### src/shared/dcost_defs.svh
`ifndef DCOST_DEFS_SVH
`define DCOST_DEFS_SVH

// Word widths.
`define DCOST_FREQ_W        42
`define DCOST_FREQ_REG_W    48
`define DCOST_PHASE_W       32
`define DCOST_TIMER_W       16
`define DCOST_ERR_W         32

// Offset range limits in frequency control word units, +244.20ppm and -244.08ppm.
`define DCOST_FREQ_MAX      42'sh1FF_FFFF_FFFF
`define DCOST_FREQ_MIN      -42'sh200_0000_0000

// Timing: one millisecond tick at 100 MHz.
`define DCOST_CLK_MHZ       100
`define DCOST_TICK_US       1000
`define DCOST_TICK_CYCLES   (`DCOST_TICK_US * `DCOST_CLK_MHZ)

// Reset values.
`define DCOST_FREQ_RST      48'h0000_0000_0000
`define DCOST_PHASE_RST     32'h0000_0000

`endif

### src/shared/dcost_pkg.sv
package dcost_pkg;

	// Steering source for the divider.
	typedef enum logic [5:0] {
		DCOST_MODE_LOOP    = 6'b00_0001,
		DCOST_MODE_DISC    = 6'b00_0010,
		DCOST_MODE_EXTLF   = 6'b00_0100,
		DCOST_MODE_WFREQ   = 6'b00_1000,
		DCOST_MODE_INCDEC  = 6'b01_0000,
		DCOST_MODE_WPHASE  = 6'b10_0000
	} dcost_mode_t;

	// Phase word timer states.
	typedef enum logic [2:0] {
		DCOST_TMR_IDLE  = 3'b001,
		DCOST_TMR_RUN   = 3'b010,
		DCOST_TMR_DONE  = 3'b100
	} dcost_tmr_t;

endpackage : dcost_pkg

### src/rtl/dcost_steering.sv
// Notes on behaviour
// - Write-frequency mode bypasses detector and filter; written word steers divider.
// - New words change frequency only, never pulses; output holds until next word.
// - Frequency control word is 42-bit signed two's complement.
// - Word range spans +244.20ppm to -244.08ppm, step about 1.11e-10 ppm.
// - Positive frequency word raises output frequency, negative lowers it.
// - Increment/decrement adds or subtracts preset step to accumulated word.
// - General-purpose pins can trigger increment or decrement on this channel.
// - Write-phase word enters loop filter as measured error, limited; the code passes phaseWord to filterPhaseIn without limiting.
// - Phase timer expiry clears phase word or enters holdover.
// - Phase timer is 16-bit unsigned milliseconds, up to 65.535 seconds.
// - Phase word is 32-bit two's complement, 50ps step.
// - Positive phase word speeds output up, negative slows it.
// - External filter mode exposes decimated phase error for reading.
// - Jitter-attenuator loop tracks reference, holds over when references lost.
// - Oscillator discipline lets the system loop steer this divider.
// - Combined-channel offsets add on top of the written frequency offset.
`timescale 1ns/1ns
`default_nettype none
`include "dcost_defs.svh"

module dcost_steering #(
	parameter int unsigned TICK_CYCLES = `DCOST_TICK_CYCLES,
	parameter int unsigned DECIM_W     = 8
) (
	// Clock and reset.
	input  wire logic                              mclk,
	input  wire logic                              sys_rst,
	// Mode select.
	input  wire dcost_pkg::dcost_mode_t            mode,
	input  wire logic                              allRefsLost,
	// Frequency word staging, byte wise.
	input  wire logic [2:0]                        freqByteSel,
	input  wire logic [7:0]                        freqByteData,
	input  wire logic                              freqByteWrite,
	input  wire logic                              freqCommit,
	// Increment and decrement.
	input  wire logic [`DCOST_FREQ_W-1:0]          stepSize,
	input  wire logic                              incWrite,
	input  wire logic                              decWrite,
	input  wire logic                              incPin,
	input  wire logic                              decPin,
	input  wire logic                              pinTrigEnable,
	// Phase word staging and timer.
	input  wire logic [1:0]                        phaseByteSel,
	input  wire logic [7:0]                        phaseByteData,
	input  wire logic                              phaseByteWrite,
	input  wire logic                              phaseCommit,
	input  wire logic [`DCOST_TIMER_W-1:0]         phaseTimerMs,
	input  wire logic                              phaseTimerEnable,
	input  wire logic                              expiryHoldover,
	// Internal loop sources.
	input  wire logic signed [`DCOST_FREQ_W-1:0]   loopSteer,
	input  wire logic signed [`DCOST_FREQ_W-1:0]   discSteer,
	input  wire logic signed [`DCOST_FREQ_W-1:0]   comboOffset,
	input  wire logic signed [`DCOST_ERR_W-1:0]    detPhaseErr,
	input  wire logic                              detValid,
	input  wire logic [DECIM_W-1:0]                decimRatio,
	// Steering outputs.
	output logic signed [`DCOST_FREQ_W-1:0]        dividerSteer,
	output logic signed [`DCOST_PHASE_W-1:0]       filterPhaseIn,
	output logic                                   filterBypass,
	output logic                                   holdover,
	output logic signed [`DCOST_ERR_W-1:0]         extPhaseErr,
	output logic                                   extPhaseErrValid,
	output logic                                   phaseTimerExpired
);
	import dcost_pkg::*;

	// Saturating signed add so the steering word never wraps.
	function automatic logic signed [`DCOST_FREQ_W-1:0] satAdd(
		input logic signed [`DCOST_FREQ_W-1:0] a,
		input logic signed [`DCOST_FREQ_W-1:0] b
	);
		logic signed [`DCOST_FREQ_W:0] s;
		s = {a[`DCOST_FREQ_W-1], a} + {b[`DCOST_FREQ_W-1], b};
		if (s > $signed({1'b0, `DCOST_FREQ_MAX}))
			satAdd = `DCOST_FREQ_MAX;
		else if (s < $signed({1'b1, `DCOST_FREQ_MIN}))
			satAdd = `DCOST_FREQ_MIN;
		else
			satAdd = s[`DCOST_FREQ_W-1:0];
	endfunction : satAdd

	// Pin synchronisers and edge detect.
	logic [1:0] incSync;
	logic [1:0] decSync;
	logic       incLast;
	logic       decLast;
	always_ff @(posedge mclk or posedge sys_rst) begin
		if (sys_rst) begin
			incSync <= 2'h0;
			decSync <= 2'h0;
			incLast <= 1'b0;
			decLast <= 1'b0;
		end else begin
			incSync <= {incSync[0], incPin};
			decSync <= {decSync[0], decPin};
			incLast <= incSync[1];
			decLast <= decSync[1];
		end
	end
	logic pinInc;
	logic pinDec;
	assign pinInc = pinTrigEnable & incSync[1] & ~incLast;
	assign pinDec = pinTrigEnable & decSync[1] & ~decLast;

	// Frequency word staging and active word.
	logic [`DCOST_FREQ_REG_W-1:0]       freqStage;
	logic signed [`DCOST_FREQ_W-1:0]    freqWord;
	logic [`DCOST_FREQ_REG_W-1:0]       next_freqStage;
	logic signed [`DCOST_FREQ_W-1:0]    next_freqWord;
	always_comb begin
		next_freqStage = freqStage;
		next_freqWord  = freqWord;
		if (freqByteWrite && freqByteSel < 3'h6)
			next_freqStage[freqByteSel*8 +: 8] = freqByteData;
		if (freqCommit)
			// Only the low 42 bits carry the signed word; upper bits are sign extension.
			next_freqWord = signed'(freqStage[`DCOST_FREQ_W-1:0]);
		else if (incWrite || pinInc)
			next_freqWord = satAdd(freqWord, signed'(stepSize));
		else if (decWrite || pinDec)
			next_freqWord = satAdd(freqWord, -signed'(stepSize));
	end
	always_ff @(posedge mclk or posedge sys_rst) begin
		if (sys_rst) begin
			freqStage <= `DCOST_FREQ_RST;
			freqWord  <= '0;
		end else begin
			freqStage <= next_freqStage;
			freqWord  <= next_freqWord;
		end
	end

	// Phase word staging and timer.
	logic [`DCOST_PHASE_W-1:0]          phaseStage;
	logic signed [`DCOST_PHASE_W-1:0]   phaseWord;
	dcost_tmr_t                         tmrState;
	logic [`DCOST_TIMER_W-1:0]          msLeft;
	logic [31:0]                        tickCnt;
	logic                               expired;
	logic [`DCOST_PHASE_W-1:0]          next_phaseStage;
	logic signed [`DCOST_PHASE_W-1:0]   next_phaseWord;
	dcost_tmr_t                         next_tmrState;
	logic [`DCOST_TIMER_W-1:0]          next_msLeft;
	logic [31:0]                        next_tickCnt;
	logic                               next_expired;
	always_comb begin
		next_phaseStage = phaseStage;
		next_phaseWord  = phaseWord;
		next_tmrState   = tmrState;
		next_msLeft     = msLeft;
		next_tickCnt    = tickCnt;
		next_expired    = expired;
		if (phaseByteWrite)
			next_phaseStage[phaseByteSel*8 +: 8] = phaseByteData;
		if (phaseCommit) begin
			next_phaseWord = signed'(phaseStage);
			next_expired   = 1'b0;
			next_tickCnt   = '0;
			next_msLeft    = phaseTimerMs;
			next_tmrState  = (phaseTimerEnable && phaseTimerMs != '0)
				? DCOST_TMR_RUN : DCOST_TMR_IDLE;
		end else begin
			case (tmrState)
				DCOST_TMR_IDLE: begin
					next_tickCnt = '0;
				end
				DCOST_TMR_RUN: begin
					if (tickCnt == TICK_CYCLES - 1) begin
						next_tickCnt = '0;
						next_msLeft  = msLeft - 16'h0001;
						if (msLeft == 16'h0001) begin
							next_tmrState = DCOST_TMR_DONE;
							next_expired  = 1'b1;
							if (!expiryHoldover)
								next_phaseWord = '0;
						end
					end else begin
						next_tickCnt = tickCnt + 32'h0000_0001;
					end
				end
				DCOST_TMR_DONE: begin
					next_tickCnt = '0;
				end
				default: next_tmrState = DCOST_TMR_IDLE;
			endcase
		end
	end
	always_ff @(posedge mclk or posedge sys_rst) begin
		if (sys_rst) begin
			phaseStage <= `DCOST_PHASE_RST;
			phaseWord  <= '0;
			tmrState   <= DCOST_TMR_IDLE;
			msLeft     <= '0;
			tickCnt    <= '0;
			expired    <= 1'b0;
		end else begin
			phaseStage <= next_phaseStage;
			phaseWord  <= next_phaseWord;
			tmrState   <= next_tmrState;
			msLeft     <= next_msLeft;
			tickCnt    <= next_tickCnt;
			expired    <= next_expired;
		end
	end

	// Decimated detector error for the external filter.
	logic [DECIM_W-1:0]               decCnt;
	logic signed [`DCOST_ERR_W-1:0]   errHold;
	logic                             errValid;
	logic [DECIM_W-1:0]               next_decCnt;
	logic signed [`DCOST_ERR_W-1:0]   next_errHold;
	logic                             next_errValid;
	always_comb begin
		next_decCnt   = decCnt;
		next_errHold  = errHold;
		next_errValid = 1'b0;
		if (mode == DCOST_MODE_EXTLF && detValid) begin
			if (decCnt >= decimRatio) begin
				next_decCnt   = '0;
				next_errHold  = detPhaseErr;
				next_errValid = 1'b1;
			end else begin
				next_decCnt = decCnt + 1'b1;
			end
		end
	end
	always_ff @(posedge mclk or posedge sys_rst) begin
		if (sys_rst) begin
			decCnt   <= '0;
			errHold  <= '0;
			errValid <= 1'b0;
		end else begin
			decCnt   <= next_decCnt;
			errHold  <= next_errHold;
			errValid <= next_errValid;
		end
	end

	// Output steering selection; only frequency moves, so pulses stay intact.
	logic signed [`DCOST_FREQ_W-1:0]    next_steer;
	logic signed [`DCOST_PHASE_W-1:0]   next_filterIn;
	logic                               next_bypass;
	logic                               next_hold;
	always_comb begin
		next_steer    = dividerSteer;
		next_filterIn = '0;
		next_bypass   = 1'b0;
		next_hold     = 1'b0;
		case (mode)
			DCOST_MODE_LOOP: begin
				next_hold = allRefsLost;
				if (!allRefsLost)
					next_steer = loopSteer;
			end
			DCOST_MODE_DISC: next_steer = discSteer;
			DCOST_MODE_EXTLF, DCOST_MODE_WFREQ, DCOST_MODE_INCDEC: begin
				next_bypass = 1'b1;
				next_steer  = satAdd(freqWord, comboOffset);
			end
			DCOST_MODE_WPHASE: begin
				next_filterIn = phaseWord;
				next_hold     = expired & expiryHoldover;
				if (!next_hold)
					next_steer = loopSteer;
			end
			default: next_hold = 1'b1;
		endcase
	end
	always_ff @(posedge mclk or posedge sys_rst) begin
		if (sys_rst) begin
			dividerSteer      <= '0;
			filterPhaseIn     <= '0;
			filterBypass      <= 1'b0;
			holdover          <= 1'b0;
			extPhaseErr       <= '0;
			extPhaseErrValid  <= 1'b0;
			phaseTimerExpired <= 1'b0;
		end else begin
			dividerSteer      <= next_steer;
			filterPhaseIn     <= next_filterIn;
			filterBypass      <= next_bypass;
			holdover          <= next_hold;
			extPhaseErr       <= errHold;
			extPhaseErrValid  <= errValid;
			phaseTimerExpired <= expired;
		end
	end

endmodule : dcost_steering
`default_nettype wire

### config.mk
export PLATFORM = sky130hd
export DESIGN_NAME = dcost_steering
export DESIGN_NICKNAME = d
export VERILOG_FILES = /design/src/shared/dcost_pkg.sv /design/src/rtl/dcost_steering.sv
export VERILOG_INCLUDE_DIRS = /design/src /design/src/shared
export SDC_FILE = /design/constraint.sdc
export NUM_CORES = 1
export LEC_CHECK = 0
export ABC_AREA = 1
export BUFFER_PORTS_ARGS = -buffer_cell sky130_fd_sc_hd__buf_4
export CAP_MARGIN = 20
export CORE_MARGIN = 2
export CORE_UTILIZATION = 64
export DETAILED_ROUTE_END_ITERATION = 10
export GPL_TIMING_DRIVEN = 0
export PLACE_DENSITY = 0.88
export SLEW_MARGIN = 20
export SYNTH_ARGS = -nofsm -noshare
export SYNTH_HDL_FRONTEND = slang
export SYNTH_SLANG_ARGS = --single-unit
export TNS_END_PERCENT = 20
### constraint.sdc
create_clock -name mclk -period 36.3 [get_ports mclk]
set_input_delay 7.26 -clock mclk [delete_from_list [all_inputs] [get_ports mclk]]
set_output_delay 7.26 -clock mclk [all_outputs]
set_load 0.01 [all_outputs]
==> results of run 1 <==
-- power by group through the flow --
stage / clock network (mW) / logic [mW] / registers [mW]
after floorplan: 0 / 0.793 / 0.512
after global placement: 0 / 1.09 / 0.542
after detailed placement: 0 / 1.11 / 0.544
after CTS: 0.426 / 1.12 / 0.538
after global routing: 0.441 / 1.27 / 0.545
final: 0.427 / 1.16 / 0.544
-- cell families after synthesis --
logic type | count (synthesis) | synth area share
compound gates | 607 | 0.137
xor+xnor | 142 | 0.0469
fa+ha+maj | 160 | 0.0763
buf+inv | 596 | 0.0892
flops | 357 | 0.337
mux | 1 | 0.000377
simple gates | 2005 | 0.314
-- routing by layer --
layer | routed length [um] | vias to the layer above | track usage
li1 | - | 13400 | -
met1 | 36800 | 13300 | 0.567
met2 | 43000 | 1815 | 0.698
met3 | 11000 | 351 | 0.102
met4 | 5050 | 2 | 0.202
met5 | 13 | - | 0
-- cells in the final DEF, fill, tap and decap left out, types with 6 or more instances in the layout --
cell type / n
nand2_1: 1091
nor2_1: 538
inv_1: 483
buf_4: 377
dfrtp_1: 356
a21oi_1: 265
nand3_1: 172
ha_1: 157
o21ai_0: 123
xor2_1: 92
o22ai_1: 68
nor3_1: 62
clkbuf_1: 61
xnor2_1: 50
a221oi_1: 44
nand4_1: 42
clkbuf_16: 38
o21bai_1: 32
nor4_1: 25
inv_2: 14
buf_2: 14
buf_6: 13
o21a_1: 13
nor2_2: 12
nand2_2: 11
o31ai_1: 11
clkbuf_8: 9
nand3b_1: 8
nand3_2: 8
clkinv_1: 7
o41ai_1: 7
and3_1: 6
a21o_1: 6
o32ai_1: 6
clkinv_2: 6
-- metrics by stage --
| stage | setup WS, ns | area [um^2] | hold WS (ns) | power, mW |
|---|---|---|---|---|
| after detailed placement | 24.48 | 30100 | 0.339 | 1.65 |
| after global placement | 15.46 | 30000 | 0.331 | 1.64 |
| after floorplan | 19.14 | 26500 | 0.331 | 1.30 |
| final | 24.92 | 31400 | 0.350 | 2.13 |
| after CTS | 25.03 | 31400 | 0.352 | 2.09 |
| after global routing | 24.46 | 31400 | 0.358 | 2.25 |
-- worst max-delay path, delay by kind of cell --
family	cells	cell delay, ns
simple gates	20	3.03
xor+xnor	1	0.19
compound gates	1	0.07
fa+ha+maj	2	0.59
buf+inv	5	0.67
-- flip-flops by register name (all words and copies together) (netlist names), 2 cells and up --
name and flops:
dividerSteer 42, freqStage 42, freqWord 42, errHold 32, extPhaseErr 32, filterPhaseIn 32
phaseStage 32, phaseWord 32, tickCnt 32, msLeft 16, decCnt 8, tmrState 3
decSync 2, incSync 2
-- worst paths after layout --
check / slack, ns / start / endpoint
min in group asynchronous: 6.76 / sys_rst / freqWord[39]$_DFFE_PP0P_
setup reg to reg: 32.69 / freqWord[8]$_DFFE_PP0P_ / freqWord[40]$_DFFE_PP0P_
hold / removal: 0.35 / decSync[0]$_DFF_PP0_ / decSync[1]$_DFF_PP0_
hold reg to reg: 0.35 / decSync[0]$_DFF_PP0_ / decSync[1]$_DFF_PP0_
max in group asynchronous: 28.31 / sys_rst / filterPhaseIn[21]$_DFF_PP0_
setup / recovery: 24.92 / stepSize[1] / freqWord[36]$_DFFE_PP0P_
-- layout make-up --
| cell class | instances | area, um^2 | share of cell area |
|---|---|---|---|
| Antenna cell | 1 | 2.50 | 0.0000796 |
| Buffer | 91 | 472 | 0.0150 |
| Clock buffer | 48 | 1080 | 0.0343 |
| Clock inverter | 17 | 275 | 0.00875 |
| Inverter | 505 | 1900 | 0.0605 |
| Multi-Input combinational cell | 2915 | 15200 | 0.484 |
| Sequential cell | 357 | 8930 | 0.284 |
| Tap cell | 532 | 666 | 0.0212 |
| Timing Repair Buffer | 376 | 2880 | 0.0917 |
==> impl_metrics.toml, run 1 <==
[cts]
clockBufferDepth = 3
clk_latency_ns = 0.60
cts_sinks = 357
cts_tree = "built"
post_cts_resized = 0
holdBufCountCts = 0
cts_buffers = 38
cts_setup_buffers = 0
clk_pin_slew_worst_paths_ns = 0.06
root_buffer = "clkbuf_16"
cts_max_level = 2

[sta]
clock_skew_ns = 0.0452
report.final.slew_viol_count = 0
relSlewSlack = 0.238
fmax_mhz = 87.9
rsz0062_at_grt = "false"
final-hold-violation-count = 0
min_period_ns = 11.38
post-route-period-util = 0.313
tns_ns = 0
setup_viol = 0
worstMarginPinSlew_ns = 1.13

[detailed_routing]
wire_per_inst_um = 19.8
vias = 28900
routed_wl_um = 95900
ant_nets = 0
dr.pass1.iters = 7
drtIter0Drc = 3211
drc = 0
viasPerCell = 5.96

[worst_setup_path]
cp.required_ns = 36.73
cp.arrival_ns = 11.81
cp-end-kind = "flip-flop"
critPathMaxStageDelay_ns = 0.40
cp_slowest_cell = "ha_1"
crit_path_start_kind = "primary input"
reg2reg_depth = 14
crit_type = "primary input to flip-flop"
crit_fanout = 10
cp_common_cell = "nand2_1"

[logic_synthesis]
ys_seq_area_frac = 0.337
yosys.area.top_type = "dfrtp_1"
async_flop_share = 1.00
yosysTopAreaCellShare = 0.336
synth_area_leaders = "dfrtp_1 (34%), nand2_1 (15%), nor2_1 (7.6%)"
yosysWarnings = 0
yosysUniqueCellTypes = 63
syn_avg_cell_area_um2 = 6.86
synth_common_cells = "nand2_1 (1091), nor2_1 (538), inv_1 (484)"
synth_area_mm2 = 0.0265
syn_inst = 3868
ys_seq_elements = 357
synth_edf_count = 0
post-synth-top-count-cell = "nand2_1"
syn_nets = 4294
synth_flop_cell = "dfrtp_1"

[grt]
grt_max_degree = 103
grt_usage = 0.438
grt_pass1_wl_um = 149000
antenna_found_initial = 1
grt_pass1_vias = 27700
gr-total-overflow = 0

[power_and_ir_drop]
leakage_nw = 16.3
internal_power_mw = 1.11
pwr-share-comb = 0.543
vdd_drop_max_uv = 58.9
switching_power_mw = 1.02
seqPwrFrac = 0.256
power_density_mw_per_mm2 = 67.7
swShare = 0.478
clkPwrFrac = 0.201

[floorplanning]
die_h_um = 208
core.rowCount = 74
floorplan.initialDensity = 0.650
core-area_mm2 = 0.0408
io_pins = 376
fp.dieW_um = 208
dieArea_mm2 = 0.0431

[finish]
area_growth_syn_to_layout_pct = 18.5
fillers = 3079
fin_nets = 4710
fin_cells = 4842
fin_util = 0.770
layout-drive-gt1-share = 0.127

[run_status]
outcome = "finished clean"

[place]
globalplace.congestion = 1.07
dp_hpwl_um = 73800
dp_cells = 4776
io_buffers = 373

[flow_run]
maxCapViolCount = 0

[min_path]
min_path_cells = 0
hold_path.class = "flip-flop to flip-flop"
Power figures use the tool's default switching activity.
==> inputs of run 2 (changes only) <==
CORE_UTILIZATION = 53   (was 64)
PLACE_DENSITY = 0.78   (was 0.88)
clock period = 9.4 ns   (was 36.3 ns; I/O delays follow)
==> impl_metrics.toml, run 2 (synthesis gave the netlist of run 1 again) <==
[grt]
grtUsageMet1 = 0.465
grt_pass1_vias = 26200
grt_usage = 0.344
globalRouteMet3Util = 0.0648
grt_busiest_layer = "met2"
grt_pass1_wl_um = 142000
antenna_found_initial = 2
gr-total-overflow = 0
grt_max_degree = 36
met2_usage = 0.558

[min_path]
min_path_cells = 0
holdPathEnd = "incSync[1]$_DFF_PP0_"
hp-start = "incSync[0]$_DFF_PP0_"
hold_path.class = "flip-flop to flip-flop"

[floorplanning]
dieArea_mm2 = 0.0519
core.rowCount = 81
core-area_mm2 = 0.0492
io_pins = 376
fp.dieW_um = 228
floorplan.initialDensity = 0.540
die_h_um = 228

[cts]
clk_pin_slew_worst_paths_ns = 0.06
root_buffer = "clkbuf_16"
cts_tree = "built"
clockBufferDepth = 3
cts_max_level = 2
cts_buffers = 39
holdBufCountCts = 0
cts_sinks = 357
cts_setup_buffers = 0
clk_latency_ns = 0.59
post_cts_resized = 0

[sta]
clock_skew_ns = 0.0484
worstMarginPinSlew_ns = 0.948
report.final.slew_viol_count = 0
relSlewSlack = 0.362
final-hold-violation-count = 0
min_period_ns = 6.11
hold_slack_ns = 0.348
fmax_mhz = 164
setup_viol = 0
rsz0062_at_grt = "false"
tns_ns = 0
post-route-period-util = 0.650

[finish]
area_growth_syn_to_layout_pct = 19.2
fin_nets = 4719
final_cell_mix = "nand2_1 (1091), nor2_1 (538), inv_1 (483), buf_4 (377), dfrtp_1 (356)"
layout-drive-gt1-share = 0.128
reg_top3 = "dividerSteer x42, freqStage x42, freqWord x42"
final_common_cell = "nand2_1"
fin_util = 0.644

[place]
dp_hpwl_um = 75200
globalplace.congestion = 1.01
io_buffers = 373

[worst_setup_path]
crit_type = "primary input to flip-flop"
cp_slowest_cell = "ha_1"
r2r-end = "freqWord[40]$_DFFE_PP0P_"
crit_fanout = 10
crit_path_start_kind = "primary input"
r2r_setup_slack_ns = 5.52
cp_common_cell = "nand2_1"
cp-end-kind = "flip-flop"
cp.arrival_ns = 6.52
reg2reg_depth = 15
critPathMaxStageDelay_ns = 0.40
cp.required_ns = 9.81
r2r_start = "freqWord[9]$_DFFE_PP0P_"

[detailed_routing]
ant_nets = 0
routed_wl_um = 92000
wire_per_inst_um = 18.4
drtIter0Drc = 2639
viasPerCell = 5.51
dr.pass1.iters = 8
vias = 27500
drc = 0

[flow_run]
maxCapViolCount = 0

[power_and_ir_drop]
leakage_nw = 16.2
pwr-share-comb = 0.556
power_density_mw_per_mm2 = 255
swShare = 0.484
seqPwrFrac = 0.260
switching_power_mw = 3.90
vdd_drop_max_uv = 151
internal_power_mw = 4.16
clkPwrFrac = 0.185

[run_status]
outcome = "finished clean"
-- run 2: cell types whose count changed in the layout (fill, tap and decap cells not counted), moves of 3 or more --
cell / change
buf_12: +11
buf_16: -3
bufinv_16: -5
clkbuf_1: +6
clkbuf_8: -3
clkinvlp_4: +4
-- run 2: through the flow --
step           setup slack (ns)  std cells  cell area [um^2]  power (mW)
2_1_floorplan              2.74       3868             26500        5.04
3_3_place_gp              0.748       4905             30200        6.41
3_5_place_dp               2.88       4916             30400        6.43
4_1_cts                    3.43       4984             31600        7.95
5_1_grt                    2.95       4986             31600        8.58
6_report                   3.29       4987             31600        8.05
-- run 2: per-layer routing --
layer / share of wire / vias to the layer above
met1: 0.43 / 12800
li1: - / 13400
met4: 0.033 / 0
met3: 0.088 / 159
met5: 0 / -
met2: 0.45 / 1088
-- run 2: worst max-delay path by stage --
stage	start	end	slack [ns]
after floorplan	sys_rst	decCnt[0]$_DFFE_PP0P_	2.74
after global placement	sys_rst	extPhaseErr[20]$_DFF_PP0_	0.75
after detailed placement	stepSize[1]	freqWord[32]$_DFFE_PP0P_	2.88
after CTS	stepSize[1]	freqWord[32]$_DFFE_PP0P_	3.43
after global routing	stepSize[1]	freqWord[34]$_DFFE_PP0P_	2.95
final	stepSize[1]	freqWord[12]$_DFFE_PP0P_	3.29
-- run 2: layout make-up --
cell class / count / area (um^2)
Inverter: 505 / 1900
Buffer: 91 / 472
Clock inverter: 16 / 155
Multi-Input combinational cell: 2915 / 15200
Timing Repair Buffer: 384 / 3020
Clock buffer: 52 / 1080
Tap cell: 664 / 831
Antenna cell: 3 / 7.51
Sequential cell: 357 / 8930
Fill cell: 4573 / 17500
-- run 2: power groups by stage --
stage | clock [mW] | combinational (mW) | sequential [mW]
6_report | 1.49 | 4.48 | 2.09
2_1_floorplan | 0 | 3.06 | 1.98
4_1_cts | 1.50 | 4.37 | 2.07
3_3_place_gp | 0 | 4.31 | 2.09
3_5_place_dp | 0 | 4.33 | 2.10
5_1_grt | 1.57 | 4.92 | 2.10
-- run 2: worst max-delay path: cells and delay by family --
| family | cells | cell delay (ns) |
|---|---|---|
| buffers and inverters | 5 | 0.66 |
| AOI/OAI and AO/OA | 2 | 0.42 |
| xor gates and xnor gates | 1 | 0.19 |
| and+or+nand+nor | 17 | 2.75 |
| adders and majority gates | 2 | 0.59 |
